[src/hdl/analog_ctl_pkg.sv]
// Package: register map, field positions and reset values of the analog control
package analog_ctl_pkg;

  // ==========================================================================
  // Register bus geometry
  localparam int ADDR_W = 13;
  localparam int DATA_W = 8;

  // ==========================================================================
  // Register offsets
  localparam logic [12:0] OFS_ANALOG_MUX = 13'h0003;
  localparam logic [12:0] OFS_IRQ_MASK = 13'h001C;
  localparam logic [12:0] OFS_ANALOG_CONTROL = 13'h001D;
  localparam logic [12:0] OFS_ANALOG_STATUS = 13'h001E;
  localparam logic [12:0] OFS_WATCHDOG_SECURITY = 13'h1FF0;

  // ==========================================================================
  // Analog multiplex register fields
  localparam int MUX_CHAN_LSB = 0;
  localparam int MUX_CHAN_W = 4;
  localparam int MUX_SWAP_BIT = 4;
  localparam int MUX_SUPPLY_REF_BIT = 5;
  localparam int MUX_DIVIDED_HOLD_BIT = 6;
  localparam int MUX_HOLD_BIT = 7;

  // ==========================================================================
  // Analog control register fields
  localparam int CTL_METHOD1_BIT = 0;
  localparam int CTL_METHOD2_BIT = 1;
  localparam int CTL_CHARGE_BIT = 2;
  localparam int CTL_RAMP_SRC_BIT = 3;
  localparam int CTL_DISCHARGE_BIT = 4;

  // ==========================================================================
  // Analog status register fields (flags share layout with the mask)
  localparam int STS_CMP1_FLAG_BIT = 0;
  localparam int STS_CMP2_FLAG_BIT = 1;
  localparam int STS_OFFSET_EN_BIT = 4;
  localparam int STS_CMP1_DRIVE_BIT = 5;
  localparam int STS_CMP1_LEVEL_BIT = 6;
  localparam int STS_CMP2_LEVEL_BIT = 7;
  localparam int NUM_FLAGS = 2;

  // ==========================================================================
  // Watchdog and security register fields
  localparam int SEC_OPT_FEATURES_BIT = 0;

  // ==========================================================================
  // Synchronised input channels
  localparam int SYNC_CMP1 = 0;
  localparam int SYNC_CMP2 = 1;
  localparam int SYNC_CAPTURE_PIN = 2;
  localparam int NUM_SYNC = 3;

  // ==========================================================================
  // Reset values
  localparam logic [7:0] RST_ANALOG_MUX = 8'h00;
  localparam logic [7:0] RST_ANALOG_CONTROL = 8'h00;
  localparam logic [7:0] RST_STATUS_CTL = 8'h00;
  localparam logic [1:0] RST_FLAGS = 2'h0;
  localparam logic [1:0] RST_MASK = 2'h0;
  localparam logic RST_OPT_FEATURES = 1'b0;

endpackage

[src/hdl/analog_sync_if.sv]
// Interface: synchronised comparator and pin levels with their rising pulses
interface analog_sync_if;
  logic [analog_ctl_pkg::NUM_SYNC-1:0] level;
  logic [analog_ctl_pkg::NUM_SYNC-1:0] rise;
  logic [analog_ctl_pkg::NUM_SYNC-1:0] change;

  modport src (output level, output rise, output change);
  modport dst (input level, input rise, input change);
endinterface

[src/hdl/analog_input_sync.sv]
// Two-flop synchroniser and edge detector for each asynchronous analog input
module analog_input_sync #(
  parameter int N = 3
) (
  // Clock and reset
  input wire logic i_clock,
  input wire logic i_rst,
  // Raw levels from comparators and pins
  input wire logic [N-1:0] i_raw,
  // Synchronised levels and edges
  analog_sync_if.src o_sync
);

  // ==========================================================================
  // One synchroniser per input
  genvar g;
  generate
    for (g = 0; g < N; g++) begin : g_chan
      logic meta_ff;
      logic sync_ff;
      logic last_ff;

      // First stage is read only by the second stage
      always_ff @(posedge i_clock or posedge i_rst) begin
        if (i_rst) begin
          meta_ff <= 1'b0;
          sync_ff <= 1'b0;
        end else begin
          meta_ff <= i_raw[g];
          sync_ff <= meta_ff;
        end
      end

      // Previous synchronised level for edge detection
      always_ff @(posedge i_clock or posedge i_rst) begin
        if (i_rst) begin
          last_ff <= 1'b0;
        end else begin
          last_ff <= sync_ff;
        end
      end

      assign o_sync.level[g] = sync_ff;
      assign o_sync.rise[g] = sync_ff & ~last_ff;
      assign o_sync.change[g] = sync_ff ^ last_ff;
    end
  endgenerate

endmodule

[src/hdl/analog_mux_comparator_control.sv]
// Analog front end control: channel routing, comparators, ramp source, wake
// How it works
// - Supply reference bit with zero channel bits routes bus to supply pin.
// - Divided-hold bit without hold samples the half-divided version of the selected input.
// - Nonzero channel bits route the bus to one of four analog port pins.
// - Comparators work in wait mode; their interrupt can restart the core.
// - In stop mode comparators run but never directly request a wake.
// - Changes on the shared comparator 1 pin also trigger timer captures.
// - With options and drive on, pin output is comparator OR data OR level.
// - Option bit enables comparator pin drive and sample offset; 0 disables.
// - Clearing ramp source enable turns off current source and discharge.
// - With ramp source enabled the discharge device may pull the pin low.
// - Current source drives when enabled, manual mode 0, charge enabled, and no discharge request.
// - Hold and divided-hold together select the temperature sensing diode.
// - Temperature diode bias is on only while the diode is selected.
// - Active offset is steered by the hold and divided-hold bits.
//
// Decided for this implementation: strobed register access.
module analog_mux_comparator_control (
  // Clock and reset
  input wire logic i_clock,
  input wire logic i_rst,
  // Register port
  input wire logic [analog_ctl_pkg::ADDR_W-1:0] i_addr,
  input wire logic [analog_ctl_pkg::DATA_W-1:0] i_wdata,
  input wire logic i_wr,
  input wire logic i_rd,
  output logic [analog_ctl_pkg::DATA_W-1:0] o_rdata,
  // Analog and pin inputs (asynchronous)
  input wire logic i_cmp1_out,
  input wire logic i_cmp2_out,
  input wire logic i_capture_pin,
  // Same-clock inputs from core, port and timer
  input wire logic i_wait_mode,
  input wire logic i_stop_mode,
  input wire logic i_pb4_data,
  input wire logic i_timer_output_level,
  // Interrupt and wake
  output logic o_irq,
  output logic o_wake_request,
  // Channel routing
  output logic o_route_supply,
  output logic [3:0] o_route_pin,
  output logic o_sel_direct,
  output logic o_sel_divided,
  output logic o_sel_temp_diode,
  output logic o_diode_bias_en,
  output logic o_comparator_input_swap,
  // Sample offset
  output logic o_offset_enable,
  output logic o_offset_hold,
  output logic o_offset_divided,
  // Ramp source
  output logic o_current_source_en,
  output logic o_discharge_en,
  // Port pin and timer
  output logic o_pb4_out,
  output logic o_timer_capture_event
);
  import analog_ctl_pkg::*;

  // ==========================================================================
  // Register state
  logic [7:0] analog_mux_reg_ff;
  logic [7:0] analog_control_reg_ff;
  logic [1:0] status_flags_ff;
  logic [1:0] irq_mask_ff;
  logic offset_en_ff;
  logic cmp1_drive_ff;
  logic optional_features_ff;
  logic [7:0] rdata_ff;
  logic [NUM_FLAGS-1:0] event_set;
  logic [NUM_FLAGS-1:0] nxt_flags;
  logic [7:0] status_view;
  logic [7:0] nxt_rdata;
  logic wr_mux;
  logic wr_ctl;
  logic wr_sts;
  logic wr_mask;
  logic wr_sec;

  // Field aliases
  logic hold;
  logic divided_hold;
  logic supply_ref;
  logic [3:0] channel_select_bits;
  logic ramp_source_enable;
  logic charge_enable;
  logic conv_method_bit1;
  logic conv_method_bit2;
  logic discharge_request;
  logic pb4_drive_on;

  // ==========================================================================
  // Synchronised comparator outputs and capture pin
  analog_sync_if sync_bus ();

  analog_input_sync #(
    .N(NUM_SYNC)
  ) u_sync (
    .i_clock(i_clock),
    .i_rst(i_rst),
    .i_raw({i_capture_pin, i_cmp2_out, i_cmp1_out}),
    .o_sync(sync_bus.src)
  );

  // ==========================================================================
  // Address decode
  assign wr_mux = i_wr && (i_addr == OFS_ANALOG_MUX);
  assign wr_ctl = i_wr && (i_addr == OFS_ANALOG_CONTROL);
  assign wr_sts = i_wr && (i_addr == OFS_ANALOG_STATUS);
  assign wr_mask = i_wr && (i_addr == OFS_IRQ_MASK);
  assign wr_sec = i_wr && (i_addr == OFS_WATCHDOG_SECURITY);

  // Field extraction
  assign hold = analog_mux_reg_ff[MUX_HOLD_BIT];
  assign divided_hold = analog_mux_reg_ff[MUX_DIVIDED_HOLD_BIT];
  assign supply_ref = analog_mux_reg_ff[MUX_SUPPLY_REF_BIT];
  assign channel_select_bits = analog_mux_reg_ff[MUX_CHAN_LSB +: MUX_CHAN_W];
  assign ramp_source_enable = analog_control_reg_ff[CTL_RAMP_SRC_BIT];
  assign charge_enable = analog_control_reg_ff[CTL_CHARGE_BIT];
  assign conv_method_bit1 = analog_control_reg_ff[CTL_METHOD1_BIT];
  assign conv_method_bit2 = analog_control_reg_ff[CTL_METHOD2_BIT];
  assign discharge_request = analog_control_reg_ff[CTL_DISCHARGE_BIT];

  // ==========================================================================
  // Analog multiplex register
  always_ff @(posedge i_clock or posedge i_rst) begin
    if (i_rst) begin
      analog_mux_reg_ff <= RST_ANALOG_MUX;
    end else if (wr_mux) begin
      analog_mux_reg_ff <= i_wdata;
    end
  end

  // Analog control register
  always_ff @(posedge i_clock or posedge i_rst) begin
    if (i_rst) begin
      analog_control_reg_ff <= RST_ANALOG_CONTROL;
    end else if (wr_ctl) begin
      analog_control_reg_ff <= i_wdata;
    end
  end

  // Writable status controls: offset enable and comparator pin drive
  always_ff @(posedge i_clock or posedge i_rst) begin
    if (i_rst) begin
      offset_en_ff <= RST_STATUS_CTL[STS_OFFSET_EN_BIT];
      cmp1_drive_ff <= RST_STATUS_CTL[STS_CMP1_DRIVE_BIT];
    end else if (wr_sts) begin
      offset_en_ff <= i_wdata[STS_OFFSET_EN_BIT];
      cmp1_drive_ff <= i_wdata[STS_CMP1_DRIVE_BIT];
    end
  end

  // Optional features bit
  always_ff @(posedge i_clock or posedge i_rst) begin
    if (i_rst) begin
      optional_features_ff <= RST_OPT_FEATURES;
    end else if (wr_sec) begin
      optional_features_ff <= i_wdata[SEC_OPT_FEATURES_BIT];
    end
  end

  // Interrupt mask
  always_ff @(posedge i_clock or posedge i_rst) begin
    if (i_rst) begin
      irq_mask_ff <= RST_MASK;
    end else if (wr_mask) begin
      irq_mask_ff <= i_wdata[NUM_FLAGS-1:0];
    end
  end

  // ==========================================================================
  // Comparator event flags: rising outputs set, write one clears, set wins.
  // Comparators keep running in wait and stop modes alike.
  assign event_set[STS_CMP1_FLAG_BIT] = sync_bus.rise[SYNC_CMP1];
  assign event_set[STS_CMP2_FLAG_BIT] = sync_bus.rise[SYNC_CMP2];

  always_comb begin
    nxt_flags = status_flags_ff;
    if (wr_sts) begin
      nxt_flags = nxt_flags & ~i_wdata[NUM_FLAGS-1:0];
    end
    nxt_flags = nxt_flags | event_set;
  end

  always_ff @(posedge i_clock or posedge i_rst) begin
    if (i_rst) begin
      status_flags_ff <= RST_FLAGS;
    end else begin
      status_flags_ff <= nxt_flags;
    end
  end

  // Level interrupt; wake request only while waiting, never in stop
  assign o_irq = |(status_flags_ff & irq_mask_ff);
  assign o_wake_request = o_irq && i_wait_mode && !i_stop_mode;

  // ==========================================================================
  // Read path: data stand in the cycle after the read strobe
  assign status_view = {sync_bus.level[SYNC_CMP2], sync_bus.level[SYNC_CMP1],
                        cmp1_drive_ff, offset_en_ff, 2'h0, status_flags_ff};

  always_comb begin
    unique case (i_addr)
      OFS_ANALOG_MUX: nxt_rdata = analog_mux_reg_ff;
      OFS_ANALOG_CONTROL: nxt_rdata = analog_control_reg_ff;
      OFS_ANALOG_STATUS: nxt_rdata = status_view;
      OFS_IRQ_MASK: nxt_rdata = {6'h00, irq_mask_ff};
      OFS_WATCHDOG_SECURITY: nxt_rdata = {7'h00, optional_features_ff};
      default: nxt_rdata = 8'h00;
    endcase
  end

  always_ff @(posedge i_clock or posedge i_rst) begin
    if (i_rst) begin
      rdata_ff <= 8'h00;
    end else begin
      rdata_ff <= i_rd ? nxt_rdata : 8'h00;
    end
  end

  assign o_rdata = rdata_ff;

  // ==========================================================================
  // Channel routing and sample selection
  always_ff @(posedge i_clock or posedge i_rst) begin
    if (i_rst) begin
      o_route_supply <= 1'b0;
      o_route_pin <= 4'h0;
      o_sel_direct <= 1'b0;
      o_sel_divided <= 1'b0;
      o_sel_temp_diode <= 1'b0;
      o_diode_bias_en <= 1'b0;
      o_comparator_input_swap <= 1'b0;
    end else begin
      o_route_supply <= supply_ref && (channel_select_bits == 4'h0);
      // Lowest set channel bit wins so two pins are never shorted
      o_route_pin <= channel_select_bits & (~channel_select_bits + 4'h1);
      o_sel_direct <= hold && !divided_hold;
      o_sel_divided <= divided_hold && !hold;
      o_sel_temp_diode <= hold && divided_hold;
      o_diode_bias_en <= hold && divided_hold;
      o_comparator_input_swap <= analog_mux_reg_ff[MUX_SWAP_BIT];
    end
  end

  // ==========================================================================
  // Sample capacitor offset, steered by the hold bits once active
  always_ff @(posedge i_clock or posedge i_rst) begin
    if (i_rst) begin
      o_offset_enable <= 1'b0;
      o_offset_hold <= 1'b0;
      o_offset_divided <= 1'b0;
    end else begin
      o_offset_enable <= optional_features_ff && offset_en_ff;
      o_offset_hold <= optional_features_ff && offset_en_ff && hold;
      o_offset_divided <= optional_features_ff && offset_en_ff
                          && divided_hold;
    end
  end

  // ==========================================================================
  // Ramp current source and discharge device
  always_ff @(posedge i_clock or posedge i_rst) begin
    if (i_rst) begin
      o_current_source_en <= 1'b0;
      o_discharge_en <= 1'b0;
    end else begin
      // Source off while discharging so the two never fight
      o_current_source_en <= ramp_source_enable && !conv_method_bit1
                             && !conv_method_bit2 && charge_enable
                             && !discharge_request;
      o_discharge_en <= ramp_source_enable && discharge_request;
    end
  end

  // ==========================================================================
  // Comparator 1 drive of the port pin and shared capture pin
  assign pb4_drive_on = optional_features_ff && cmp1_drive_ff;

  always_ff @(posedge i_clock or posedge i_rst) begin
    if (i_rst) begin
      o_pb4_out <= 1'b0;
      o_timer_capture_event <= 1'b0;
    end else begin
      o_pb4_out <= pb4_drive_on ? (sync_bus.level[SYNC_CMP1] | i_pb4_data
                                   | i_timer_output_level)
                                : i_pb4_data;
      // Any change on the shared pin reaches the timer capture
      o_timer_capture_event <= sync_bus.change[SYNC_CAPTURE_PIN];
    end
  end
endmodule

[config.mk]
export PLATFORM = sky130hd
export DESIGN_NAME = analog_mux_comparator_control
export DESIGN_NICKNAME = d
export VERILOG_FILES = /design/src/hdl/analog_ctl_pkg.sv /design/src/hdl/analog_sync_if.sv /design/src/hdl/analog_input_sync.sv /design/src/hdl/analog_mux_comparator_control.sv
export SDC_FILE = /design/constraint.sdc
export NUM_CORES = 1
export LEC_CHECK = 0
export BUFFER_PORTS_ARGS = -buffer_cell sky130_fd_sc_hd__buf_2
export CAP_MARGIN = 10
export CORE_MARGIN = 3
export CORE_UTILIZATION = 47
export DETAILED_ROUTE_END_ITERATION = 6
export PLACE_DENSITY = 0.73
export SLEW_MARGIN = 5
export SYNTH_ARGS = -nofsm -noshare
export SYNTH_HDL_FRONTEND = slang
export SYNTH_HIERARCHICAL = 1
export SYNTH_SLANG_ARGS = --single-unit
[constraint.sdc]
create_clock -name i_clock -period 1.3 [get_ports i_clock]
set_input_delay 0.26 -clock i_clock [delete_from_list [all_inputs] [get_ports i_clock]]
set_output_delay 0.26 -clock i_clock [all_outputs]
set_load 0.01 [all_outputs]
Word-level counts from Yosys, hierarchy flattened
Index checks and enable logic that the tools add are counted.

Add/sub/neg operators: 1. Multiply operators: 0. Divide/modulo/power cells: 0. Magnitude comparators: 0. Eq/ne operators: 5. Shifts and indexed selects: 0. Muxes and demuxes: 4. Bitwise logic cells: 13. Reduce and logical (&&, ||, !) cells: 28.

Operator list (number): one-hot mux 8 bit (5 select lines) (1); == test 13 x 5 -> 1 bit (second input constant) (3); logical AND 1 bit (20); == test 13 bit (second input constant) (1); == test 13 x 2 -> 1 bit (second input constant) (1); 2-to-1 mux 8 bit (1); logical NOT 1 bit (6); adder 4 x 1 -> 4 bit (second input constant) (1); AND 2 bit (2); AND 4 bit (1); logical NOT 4 bit (1); inverter 4 bit (1); AND 1 bit (2); 2-to-1 mux 2 bit (1); inverter 1 bit (2); inverter 2 bit (1); OR 1 bit (2); OR 2 bit (1); OR reduction 2 bit (1); 2-to-1 mux 1 bit (1); bitwise XOR 1 bit (1).

Flip-flop bits (word level): 56. Bits in latches: 0. RAM bits: 0. Memory bits (read-only): 0. Input port bits: 32. Output and inout port bits: 27. Logic and storage cells: 81. Memories: 0.

Logic depth before layout (Yosys ltp)
Gate-level depths: netlist (run 1).

Depth in word-level cells: 5. Gate-level depth with buffers: 5. Depth with buffers taken out: 4.

Modules after synthesis
The synthesis (run 1) kept the hierarchy.

By module, submodules not included: analog_mux_comparator_control (instances 1, cells an instance 146, area an instance 1926.8 um2, sequential area each 1176.1 um2); analog_input_sync (instances 1, cells an instance 22, area an instance 311.5 um2, sequential area each 225.2 um2).

Worst setup path before layout (run 1)
OpenSTA, ideal clock, no wires.

Kind: in2reg. Start: input i_addr[5] (netlist name). End: register analog_mux_reg_ff[1]. Library setup time: 0.128 ns. Arrival time: 1.930 ns. Data required time: 1.172 ns. Setup slack: -0.758 ns. Stages: 5. Buffers on the path: 1. Path through: or4_1 clkbuf_1 nor4_4 nand2_2 mux2_1.

Word-level cells in the longest chain between the ends: 2.

RTL lines: start, declared (line analog_mux_comparator_control.sv:24) `input wire logic [analog_ctl_pkg::ADDR_W-1:0] i_addr,`; == test 13 x 2 -> 1 bit (line analog_mux_comparator_control.sv:109) `assign wr_mux = i_wr && (i_addr == OFS_ANALOG_MUX);`; logical AND 1 bit (line analog_mux_comparator_control.sv:109); end signal, assigned (line analog_mux_comparator_control.sv:132) `analog_mux_reg_ff <= i_wdata;`; end, declared (line analog_mux_comparator_control.sv:64) `logic [7:0] analog_mux_reg_ff;`.

Every way passes these cells. A chain may end at the register's enable or synchronous reset.

Worst setup path after layout (run 1)
Start: input i_addr[6] (netlist name). End: register analog_control_reg_ff[2].

Word-level cells in the longest chain between the ends: 2.

RTL lines: == test 13 x 5 -> 1 bit (line analog_mux_comparator_control.sv:110) `assign wr_ctl = i_wr && (i_addr == OFS_ANALOG_CONTROL);`; logical AND 1 bit (line analog_mux_comparator_control.sv:110); end signal, assigned (line analog_mux_comparator_control.sv:141) `analog_control_reg_ff <= i_wdata;`; end, declared (line analog_mux_comparator_control.sv:65) `logic [7:0] analog_control_reg_ff;`.

Every way passes these cells.

==> results by group, run 1 <==
Setup path
  – Crit path DAT: roughly 1.8 ns
  – Crit Path Class: primary input to flop
  – Largest fanout on the critical path: 8
  – Worst reg-to-reg path cell count: 7
  – Worst Setup End Kind: flop
  – Critical Path RT: 1.51 ns
  – CP startpoint kind: primary input

Floorplanning
  – Std cell rows: 24
  – Die Area: 5592 sq um
  – Die W: around 75 um
  – Initial Utilization: 0.4969
  – Die H: approximately 75 um
  – IO Count: 59
  – Area of the core: about 4500 sq um

STA
  – Highest clock rate: a little over 600 MHz
  – Worst slew margin: 0.7763
  – Final clock period utilization by the worst path: 1.241
  – Fin worst setup slack: -0.3136 ns
  – RSZ-0062 raised after global routing: yes
  – Max Transition Viols Final: 0
  – Final Skew: 0.004578 ns
  – Final setup viols: 33
  – Crit path time final: roughly 1.6 ns
  – Endpoints failing hold: 0
  – Pin slew with the least headroom to its limit: approximately 0.34 ns

Synthesis
  – Gate Count Post-Synth: between 150 and 200
  – Mapped Avg Cell Area: 13.48 sq um
  – Syn. warnings: 6
  – Mapped Nets: 200
  – Mapped Area: ~2200 sq um

Detailed routing
  – Iteration-0 DRC count of the detailed router: 57
  – Via count: roughly 1600
  – Vias/cell: 5.338
  – Final wirelength: 4.742 mm
  – WL/cell: 15.86 um
  – Detailed-router iteration count before antenna repair: 4
  – DRC: 0
  – ANT nets after route: 0

Layout
  – Number of diodes: 0
  – Share of cells above drive strength 1: 0.5304
  – Fin area: approximately 3000 sq um
  – Final Instance Count excl. Fillers: approximately 300
  – Area growth from synthesis to layout: 33.65%
  – Nets@finish: between 200 and 300

Place
  – Post-place instance area: approximately 2700 sq um
  – I/O Buffers: 58
  – HPWL after DPL: between 3 and 4 mm
  – GPL Wtd Cong: roughly 0.85
  – Placed Cells: approximately 280

Global routing
  – Largest net degree at the start of global routing: 48
  – Grt met1 use: 0.2144
  – Met3 usage: 0.03872
  – Global-route wire length before repair: around 7.5 mm
  – Gr usage total: 0.1811
  – Met2 usage: 0.3161
  – Grt ovf: 0
  – Global route hottest layer: met2
  – Initial antenna violation count: 0
  – Vias in the first global route: 1670

Job
  – Max-Cap Viols: 0

Worst hold path
  – WHS Path Cells: 1
  – Hold/Removal Path Class: primary input to flop

Power and ir drop
  – Max VDD drop: between 0.0006 and 0.0007 V
  – Static Leak: about 0.0015 uW
  – Power Density: roughly 1000 nW/um^2

Clock tree
  – CTS tree: done
  – Clk buf depth: 2
  – H-tree lvl count: 2
  – Reg clk slew, reported paths: 0.10 ns
  – Clock sinks: 56
  – Clock Latency Late Sink: approximately 0.31 ns
  – Clk root buf: clkbuf_8
  – Number of CTS-inserted buffers: 5

Run status
  – Outcome: finished with violations
  – Failing checks: negative setup slack
## critical path, stage by stage
cell,delay (ns)
buf_6,0.09
or4_4,0.61
nor3_2,0.24
nand4b_1,0.13
buf_4,0.20
mux2_2,0.28
## routing by layer
metal	wire [um]	vias to the layer above
met4	65	0
met5	0	-
met2	2422	40
met1	2055	807
met3	198	7
li1	-	742
## report_power, final
group / total (uW) / leakage, uW / switching (uW) / internal (uW)
logic: 193 / 0.000735 / 108 / 85.8
clock network: 1010 / 0.0000516 / 571 / 437
registers: 1770 / 0.000747 / 9.04 / 1760
## cell type report
cell class / count / area, sq um
clock inverter: 2 / 13.76
tap: 52 / 65.06
sequential: 56 / 1401
multi-input combinational: 94 / 855.8
inverter: 7 / 30.03
clock buffer: 6 / 82.58
timing repair buffer: 82 / 523.0
fill: 346 / 1503
## flip-flops by register name, summed over array words and instances, names as in the netlist, 2 cells and up
name / count
irq_mask_ff: 2
u_sync/g_chan.sync_ff: 3
analog_control_reg_ff: 8
analog_mux_reg_ff: 8
status_flags_ff: 2
u_sync/g_chan.last_ff: 3
o_rdata: 8
u_sync/g_chan.meta_ff: 3
o_route_pin: 4
## path summary, 6_finish.rpt
kind | from | to | slack (ns)
max reg2reg | status_flags_ff[1] | o_rdata[1] | -0.09
max | i_addr[6] | analog_control_reg_ff[2] | -0.31
min reg2reg | u_sync/g_chan[2].meta_ff | u_sync/g_chan[2].sync_ff | 0.36
min | i_cmp1_out | u_sync/g_chan[0].meta_ff | 0.04
max in group asynchronous | i_rst | o_rdata[6] | 0.54
min in group asynchronous | i_rst | u_sync/g_chan[0].sync_ff | 0.46
## through the flow
stage,hold WS [ns],setup WS (ns),total power (uW),setup TNS (ns),utilization
6_report,0.04460,-0.3136,2971,-8.323,0.6642
5_1_grt,0.03653,-0.3251,3074,-9.457,0.6642
4_1_cts,0.04314,-0.2767,2978,-7.212,0.6490
3_5_place_dp,0.2671,-0.7158,1983,-18.99,0.6040
3_3_place_gp,0.2503,-0.6750,1979,-18.39,0.6040
2_1_floorplan,0.08792,-0.7333,1889,-18.29,-
## placed cells by master, fill, tap and decap left out, types with 2 or more instances in the layout
cell type / n
nor2b_1: 3
buf_4: 17
dfrtp_1: 56
a21o_1: 2
inv_1: 6
ha_1: 3
nand3_2: 2
nor4_1: 2
clkbuf_8: 6
nor4_4: 4
a22oi_1: 9
nand3_1: 3
nor2_2: 3
and3_1: 2
buf_2: 55
nor2_1: 2
nand2_1: 8
mux2_2: 18
a21oi_2: 5
mux2_4: 3
nand2b_1: 4
or4_4: 3
and2_1: 3
buf_6: 8
mux2i_1: 2
## what timing repair did
item	CTS	global route
hold buffers	1	0
pin swaps	13	6
endpoints found under the setup margin	33	33
buffers inserted	4	3
gates resized for setup	14	11
endpoints found under the hold margin	9	0
Note: power is estimated with default switching activity, not from simulation.
==> inputs of run 2 (changes only) <==
- SETUP_SLACK_MARGIN: not set -> 0.15
==> run 2 against run 1 <==
The flow still finishes with violations (negative setup slack). Sequential cell count unchanged. Clock-buffer cell count unchanged. Power about the same. Fmax decreased by 0.21%. Global-route usage unchanged. First-iteration DRC count decreased by 7.0%. Critical endpoint unchanged.
==> results by group, run 2 (same netlist as run 1, synthesis figures left out) <==
Run status
  – Outcome: finished with violations
  – Failing checks: negative setup slack

Place
  – I/O Buffers: 58 (unchanged)
  – GPL Wtd Cong: 0.8491 (unchanged)
  – HPWL after DPL: 3.371 mm (unchanged)

Setup path
  – Crit path DAT: 1.82 ns (about the same)
  – Crit Path Class: primary input to flop
  – CP max stage cell: or4_4
  – Max incr delay on CP: 0.61 ns (about the same)
  – CP startpoint kind: primary input
  – Largest fanout on the critical path: 8 (unchanged)
  – Critical Path RT: 1.51 ns (about the same)
  – Worst reg-to-reg path cell count: 7 (unchanged)
  – Critical Path, Cell by Cell: buf_6, or4_4, nor3_2, nand4b_1, buf_4, mux2_2
  – Worst Setup End Kind: flop
  – Worst Path Buf+Inv: 2 (unchanged)
  – Worst path depth: 6 (unchanged)
  – CP top delay family: simple AND/OR/NAND/NOR gates

Layout
  – Number of diodes: 0 (unchanged)
  – Share of cells above drive strength 1: 0.5304 (unchanged)
  – Commonest cells after routing, fill and taps aside: dfrtp_1 (56), buf_2 (55), mux2_2 (18)
  – FF/Latch Area: 1401 sq um (unchanged)
  – Commonest non-fill, non-tap cell in the layout: dfrtp_1
  – Area of the multi-input gates: 855.8 sq um (unchanged)
  – Nets@finish: 281 (unchanged)
  – Final core utilization: 0.6642 (unchanged)
  – Fill count: 346 (unchanged)
  – Area growth from synthesis to layout: 33.65% (unchanged)

Detailed routing
  – DRC: 0 (unchanged)
  – Vias/cell: 5.314 (-0.44%)
  – Via count: 1589 (-0.44%)
  – Final wirelength: 4.745 mm (about the same)
  – Iteration-0 DRC count of the detailed router: 53 (-7.0%)
  – ANT nets after route: 0 (unchanged)
  – WL/cell: 15.87 um (about the same)
  – Detailed-router iteration count before antenna repair: 4 (unchanged)

STA
  – Fin Hold WS: 0.04653 ns (+0.001936 ns)
  – Highest clock rate: 618.4 MHz (-0.21%)
  – Crit path time final: 1.617 ns (+0.003358 ns)
  – Final clock period utilization by the worst path: 1.244 (+0.002583)
  – Fin worst setup slack: -0.3170 ns (-0.003358 ns)
  – Pin slew with the least headroom to its limit: 0.3362 ns (+0.0009511 ns)
  – Final Skew: 0.004519 ns (-0.00005918 ns)
  – Worst slew margin: 0.7756 (about the same)
  – Max Transition Viols Final: 0 (unchanged)
  – Endpoints failing hold: 0 (unchanged)
  – Final setup viols: 33 (unchanged)
  – Setup_tns: -8.403 ns (-0.07930 ns)
  – RSZ-0062 raised after global routing: yes

Clock tree
  – Clock Latency Late Sink: 0.31 ns (about the same)
  – CTS tree: done
  – Clk buf depth: 2 (unchanged)
  – H-tree lvl count: 2 (unchanged)
  – Clock sinks: 56 (unchanged)
  – Number of CTS-inserted buffers: 5 (unchanged)
  – Clk root buf: clkbuf_8
  – Reg clk slew, reported paths: 0.10 ns (about the same)

Global routing
  – Largest net degree at the start of global routing: 48 (unchanged)
  – Grt ovf: 0 (unchanged)
  – Initial antenna violation count: 0 (unchanged)
  – Gr usage total: 0.1811 (unchanged)
  – Vias in the first global route: 1670 (unchanged)
  – Global-route wire length before repair: 7.472 mm (unchanged)

Power and ir drop
  – Internal power: 2284 uW (about the same)
  – Max VDD drop: 0.0006408 V (about the same)
  – NetSw: 684.9 uW (-0.33%)
  – Combinational Power Share: 0.065 (about the same)
  – Clock power share: 0.339 (about the same)
  – Static Leak: 0.001533 uW (unchanged)
  – Power Density: 999.1 nW/um^2 (about the same)
  – Net Sw Frac: 0.2307 (-0.0005909)
  – Reg power frac: 0.596 (about the same)

Floorplanning
  – Die H: 74.78 um (unchanged)
  – Std cell rows: 24 (unchanged)
  – Initial Utilization: 0.4969 (unchanged)
  – Die Area: 5592 sq um (unchanged)
  – Die W: 74.78 um (unchanged)
  – IO Count: 59 (unchanged)
  – Area of the core: 4474 sq um (unchanged)

Worst hold path
  – WHS Path Cells: 1 (unchanged)
  – Hold/Removal Path Class: primary input to flop

Job
  – Max-Cap Viols: 0 (unchanged)
[run 2: cell counts in the layout (fill, tap and decap cells not counted)]
Identical to the previous run, type by type.
[run 2: layout make-up]
class / instances / area share
well taps: 52 / 0.02189
multi-input cells: 94 / 0.2880
clock buffers: 6 / 0.02779
repair buffers: 82 / 0.1760
clock inverters: 2 / 0.004632
flip-flops and latches: 56 / 0.4716
inverters: 7 / 0.01011
[run 2: repair_timing]
action,4_1_cts,5_1_grt
hold buffers,1,0
gates cloned,0,0
buffers inserted,4,3
pin swaps,13,6
endpoints found under the hold margin,9,0
endpoints found under the setup margin,33,33
gates resized for setup,14,11
[run 2: stage by stage]
stage	total power, uW	area [sq um]	cells	setup WS [ns]
floorplan	1889	2285	165	-0.7333
global placement	1979	2703	283	-0.6750
detailed placement	1983	2703	283	-0.7158
CTS	2978	2904	296	-0.2767
global route	3074	2972	299	-0.3251
finish	2969	2972	299	-0.3170
[run 2: power by group through the flow]
stage | Clock (uW) | Sequential (uW) | Combinational, uW
detailed placement | 0 | 1800 | 178
global placement | 0 | 1800 | 175
CTS | 1020 | 1770 | 190
finish | 1010 | 1770 | 193
floorplan | 0 | 1810 | 83.5
global route | 1090 | 1770 | 212
[run 2: path summary, 6_finish.rpt]
path,slack (ns),to,startpoint
max,-0.32,analog_control_reg_ff[2],i_addr[6]
min,0.05,u_sync/g_chan[0].meta_ff,i_cmp1_out
max reg2reg,-0.09,o_rdata[1],status_flags_ff[1]
min reg2reg,0.36,u_sync/g_chan[2].sync_ff,u_sync/g_chan[2].meta_ff
max in group asynchronous,0.54,analog_control_reg_ff[6],i_rst
min in group asynchronous,0.46,u_sync/g_chan[0].sync_ff,i_rst
[run 2: routing by layer]
metal  GRT usage  vias to the layer above  part of all wire
met3     0.03872                        7             0.040
met1      0.2144                      797              0.44
met4     0.08103                        0             0.012
li1            -                      741                 -
met5           0                        -                 0
met2      0.3161                       44              0.51
[run 2: worst register-to-register path: stages (launching register included)]
cell and delay (ns):
dfrtp_1 0.39, buf_4 0.13, buf_4 0.12, buf_4 0.12, mux2i_1 0.16, o22ai_1 0.11
a22oi_1 0.21, nor2_2 0.06
==> inputs of run 3 (changes only) <==
- SKIP_LAST_GASP: not set -> 1
==> run 3 against run 2 <==
The flow still finishes with violations (negative setup slack). Worst setup slack about the same. Largest cell class unchanged. Wire length shrank 0.15%. Clock skew is essentially flat. Power about the same. Clock-buffer cell count stayed put. Register-to-register slack about the same. Final cell count stayed put. Combinational power about the same. Critical endpoint unchanged. Utilization unchanged. Critical path depth is the same.
==> results by group, run 3 (same netlist as run 1, synthesis figures left out) <==
Power and ir drop
  – Reg power frac: 0.597 (about the same)
  – Static Leak: 0.001533 uW (unchanged)
  – Internal power: 2284 uW (about the same)
  – Clock power share: 0.338 (about the same)
  – Max VDD drop: 0.0006408 V (about the same)
  – Combinational Power Share: 0.065 (about the same)
  – NetSw: 682.1 uW (-0.41%)
  – Power Density: 998.1 nW/um^2 (about the same)
  – Net Sw Frac: 0.2300 (-0.0007242)

Floorplanning
  – Area of the core: 4474 sq um (unchanged)
  – Die W: 74.78 um (unchanged)
  – IO Count: 59 (unchanged)
  – Initial Utilization: 0.4969 (unchanged)
  – Die H: 74.78 um (unchanged)
  – Std cell rows: 24 (unchanged)
  – Die Area: 5592 sq um (unchanged)

Run status
  – Outcome: finished with violations
  – Failing checks: negative setup slack

Global routing
  – Gr usage total: 0.1816 (+0.0005650)
  – Global-route wire length before repair: 7.486 mm (+0.19%)
  – Grt ovf: 0 (unchanged)
  – Initial antenna violation count: 0 (unchanged)
  – Largest net degree at the start of global routing: 48 (unchanged)
  – Vias in the first global route: 1663 (-0.42%)

Detailed routing
  – WL/cell: 15.85 um (-0.15%)
  – Final wirelength: 4.738 mm (-0.15%)
  – Detailed-router iteration count before antenna repair: 4 (unchanged)
  – ANT nets after route: 0 (unchanged)
  – Via count: 1599 (+0.63%)
  – DRC: 0 (unchanged)
  – Vias/cell: 5.348 (+0.63%)
  – Iteration-0 DRC count of the detailed router: 47 (-11%)

Place
  – I/O Buffers: 58 (unchanged)
  – Post-place instance area: 2703 sq um (unchanged)
  – GPL Wtd Cong: 0.8491 (unchanged)
  – Setup WS pre-CTS: -0.7158 ns (unchanged)
  – HPWL after DPL: 3.371 mm (unchanged)

Clock tree
  – CTS tree: done
  – Clk buf depth: 2 (unchanged)
  – Clock sinks: 56 (unchanged)
  – Number of CTS-inserted buffers: 5 (unchanged)
  – Reg clk slew, reported paths: 0.10 ns (about the same)
  – H-tree lvl count: 2 (unchanged)
  – Clk root buf: clkbuf_8
  – Clock Latency Late Sink: 0.31 ns (about the same)

STA
  – Max Transition Viols Final: 0 (unchanged)
  – Endpoints failing hold: 0 (unchanged)
  – Crit path time final: 1.617 ns (+0.0003420 ns)
  – Highest clock rate: 618.3 MHz (about the same)
  – Final Skew: 0.004882 ns (+0.0003634 ns)
  – RSZ-0062 raised after global routing: yes
  – Pin slew with the least headroom to its limit: 0.3353 ns (-0.0009511 ns)
  – Worst slew margin: 0.7763 (about the same)
  – Final clock period utilization by the worst path: 1.244 (about the same)
  – Fin worst setup slack: -0.3173 ns (-0.0003420 ns)
  – Final setup viols: 33 (unchanged)

Layout
  – Area growth from synthesis to layout: 33.65% (unchanged)
  – Fin area: 2972 sq um (unchanged)
  – Number of diodes: 0 (unchanged)
  – Final core utilization: 0.6642 (unchanged)
  – Share of cells above drive strength 1: 0.5304 (unchanged)
  – Commonest cells after routing, fill and taps aside: dfrtp_1 (56), buf_2 (55), mux2_2 (18)
  – Nets@finish: 281 (unchanged)
  – Commonest non-fill, non-tap cell in the layout: dfrtp_1

Setup path
  – Critical Path RT: 1.50 ns (about the same)
  – Flop2flop setup slack: -0.10 ns (about the same)
  – CP startpoint kind: primary input
  – Reg2reg start: status_flags_ff[1]
  – RR Endpoint: o_rdata[1]
  – Crit path DAT: 1.82 ns (about the same)
  – Worst Setup End Kind: flop
  – Crit Path Class: primary input to flop
  – Worst reg-to-reg path cell count: 7 (unchanged)
  – Largest fanout on the critical path: 8 (unchanged)

Job
  – Max-Cap Viols: 0 (unchanged)

Worst hold path
  – HP Start: i_cmp1_out
  – Hold path endpoint: u_sync/g_chan[0].meta_ff
  – Hold/Removal Path Class: primary input to flop
  – WHS Path Cells: 1 (unchanged)
[run 3: cell counts in the layout (fill, tap and decap cells not counted)]
Identical to the previous run, type by type.
[run 3: per-stage QoR]
step           setup TNS, ns  total power (uW)  hold slack, ns  instances
2_1_floorplan         -18.29              1889         0.08792        165
3_3_place_gp          -18.39              1979          0.2503        283
3_5_place_dp          -18.99              1983          0.2671        283
4_1_cts               -7.256              2978         0.04314        296
5_1_grt               -9.457              3074         0.03653        299
6_report              -8.435              2966         0.04894        299
[run 3: worst max path at each step]
| stage | startpoint | to | slack [ns] | cells past startpoint |
|---|---|---|---|---|
| 2_1_floorplan | i_addr[8] | analog_mux_reg_ff[1] | -0.73 | 5 |
| 3_3_place_gp | i_addr[8] | analog_mux_reg_ff[1] | -0.67 | 5 |
| 4_1_cts | i_addr[8] | analog_mux_reg_ff[1] | -0.28 | 6 |
| 6_report | i_addr[6] | analog_control_reg_ff[2] | -0.32 | 6 |
| 5_1_grt | i_addr[6] | analog_mux_reg_ff[1] | -0.33 | 6 |
| 3_5_place_dp | i_addr[8] | analog_mux_reg_ff[1] | -0.72 | 5 |
[run 3: final cells by class]
class / count / area [sq um]
Clock buffer: 6 / 82.58
Sequential cell: 56 / 1401
Tap cell: 52 / 65.06
Fill cell: 346 / 1503
Clock inverter: 2 / 13.76
Multi-Input combinational cell: 94 / 855.8
Inverter: 7 / 30.03
Timing Repair Buffer: 82 / 523.0
[run 3: layer usage]
metal  vias to the layer above  wire length (um)  global-route usage
met1                       807              2086              0.2153
met5                         -                 0                   0
li1                        742                 -                   -
met3                         7               195             0.04005
met4                         0                65             0.08498
met2                        43              2391              0.3141
[run 3: critical path, stage by stage]
cell      delay, ns
buf_6          0.09
or4_4          0.61
nor3_2         0.24
nand4b_1       0.13
buf_4          0.20
mux2_2         0.28
[run 3: power by group through the flow]
stage | clock network, uW | registers [uW] | logic [uW]
2_1_floorplan | 0 | 1810 | 83.5
3_3_place_gp | 0 | 1800 | 175
3_5_place_dp | 0 | 1800 | 178
4_1_cts | 1020 | 1770 | 190
5_1_grt | 1090 | 1770 | 212
6_report | 1000 | 1770 | 193
[run 3: repair_timing]
action | 4_1_cts | 5_1_grt
buffers inserted | 4 | 3
pin swaps | 13 | 5
gates resized for setup | 12 | 13
hold endpoints to repair | 9 | 0
hold buffers | 1 | 0
endpoints found under the setup margin | 33 | 33
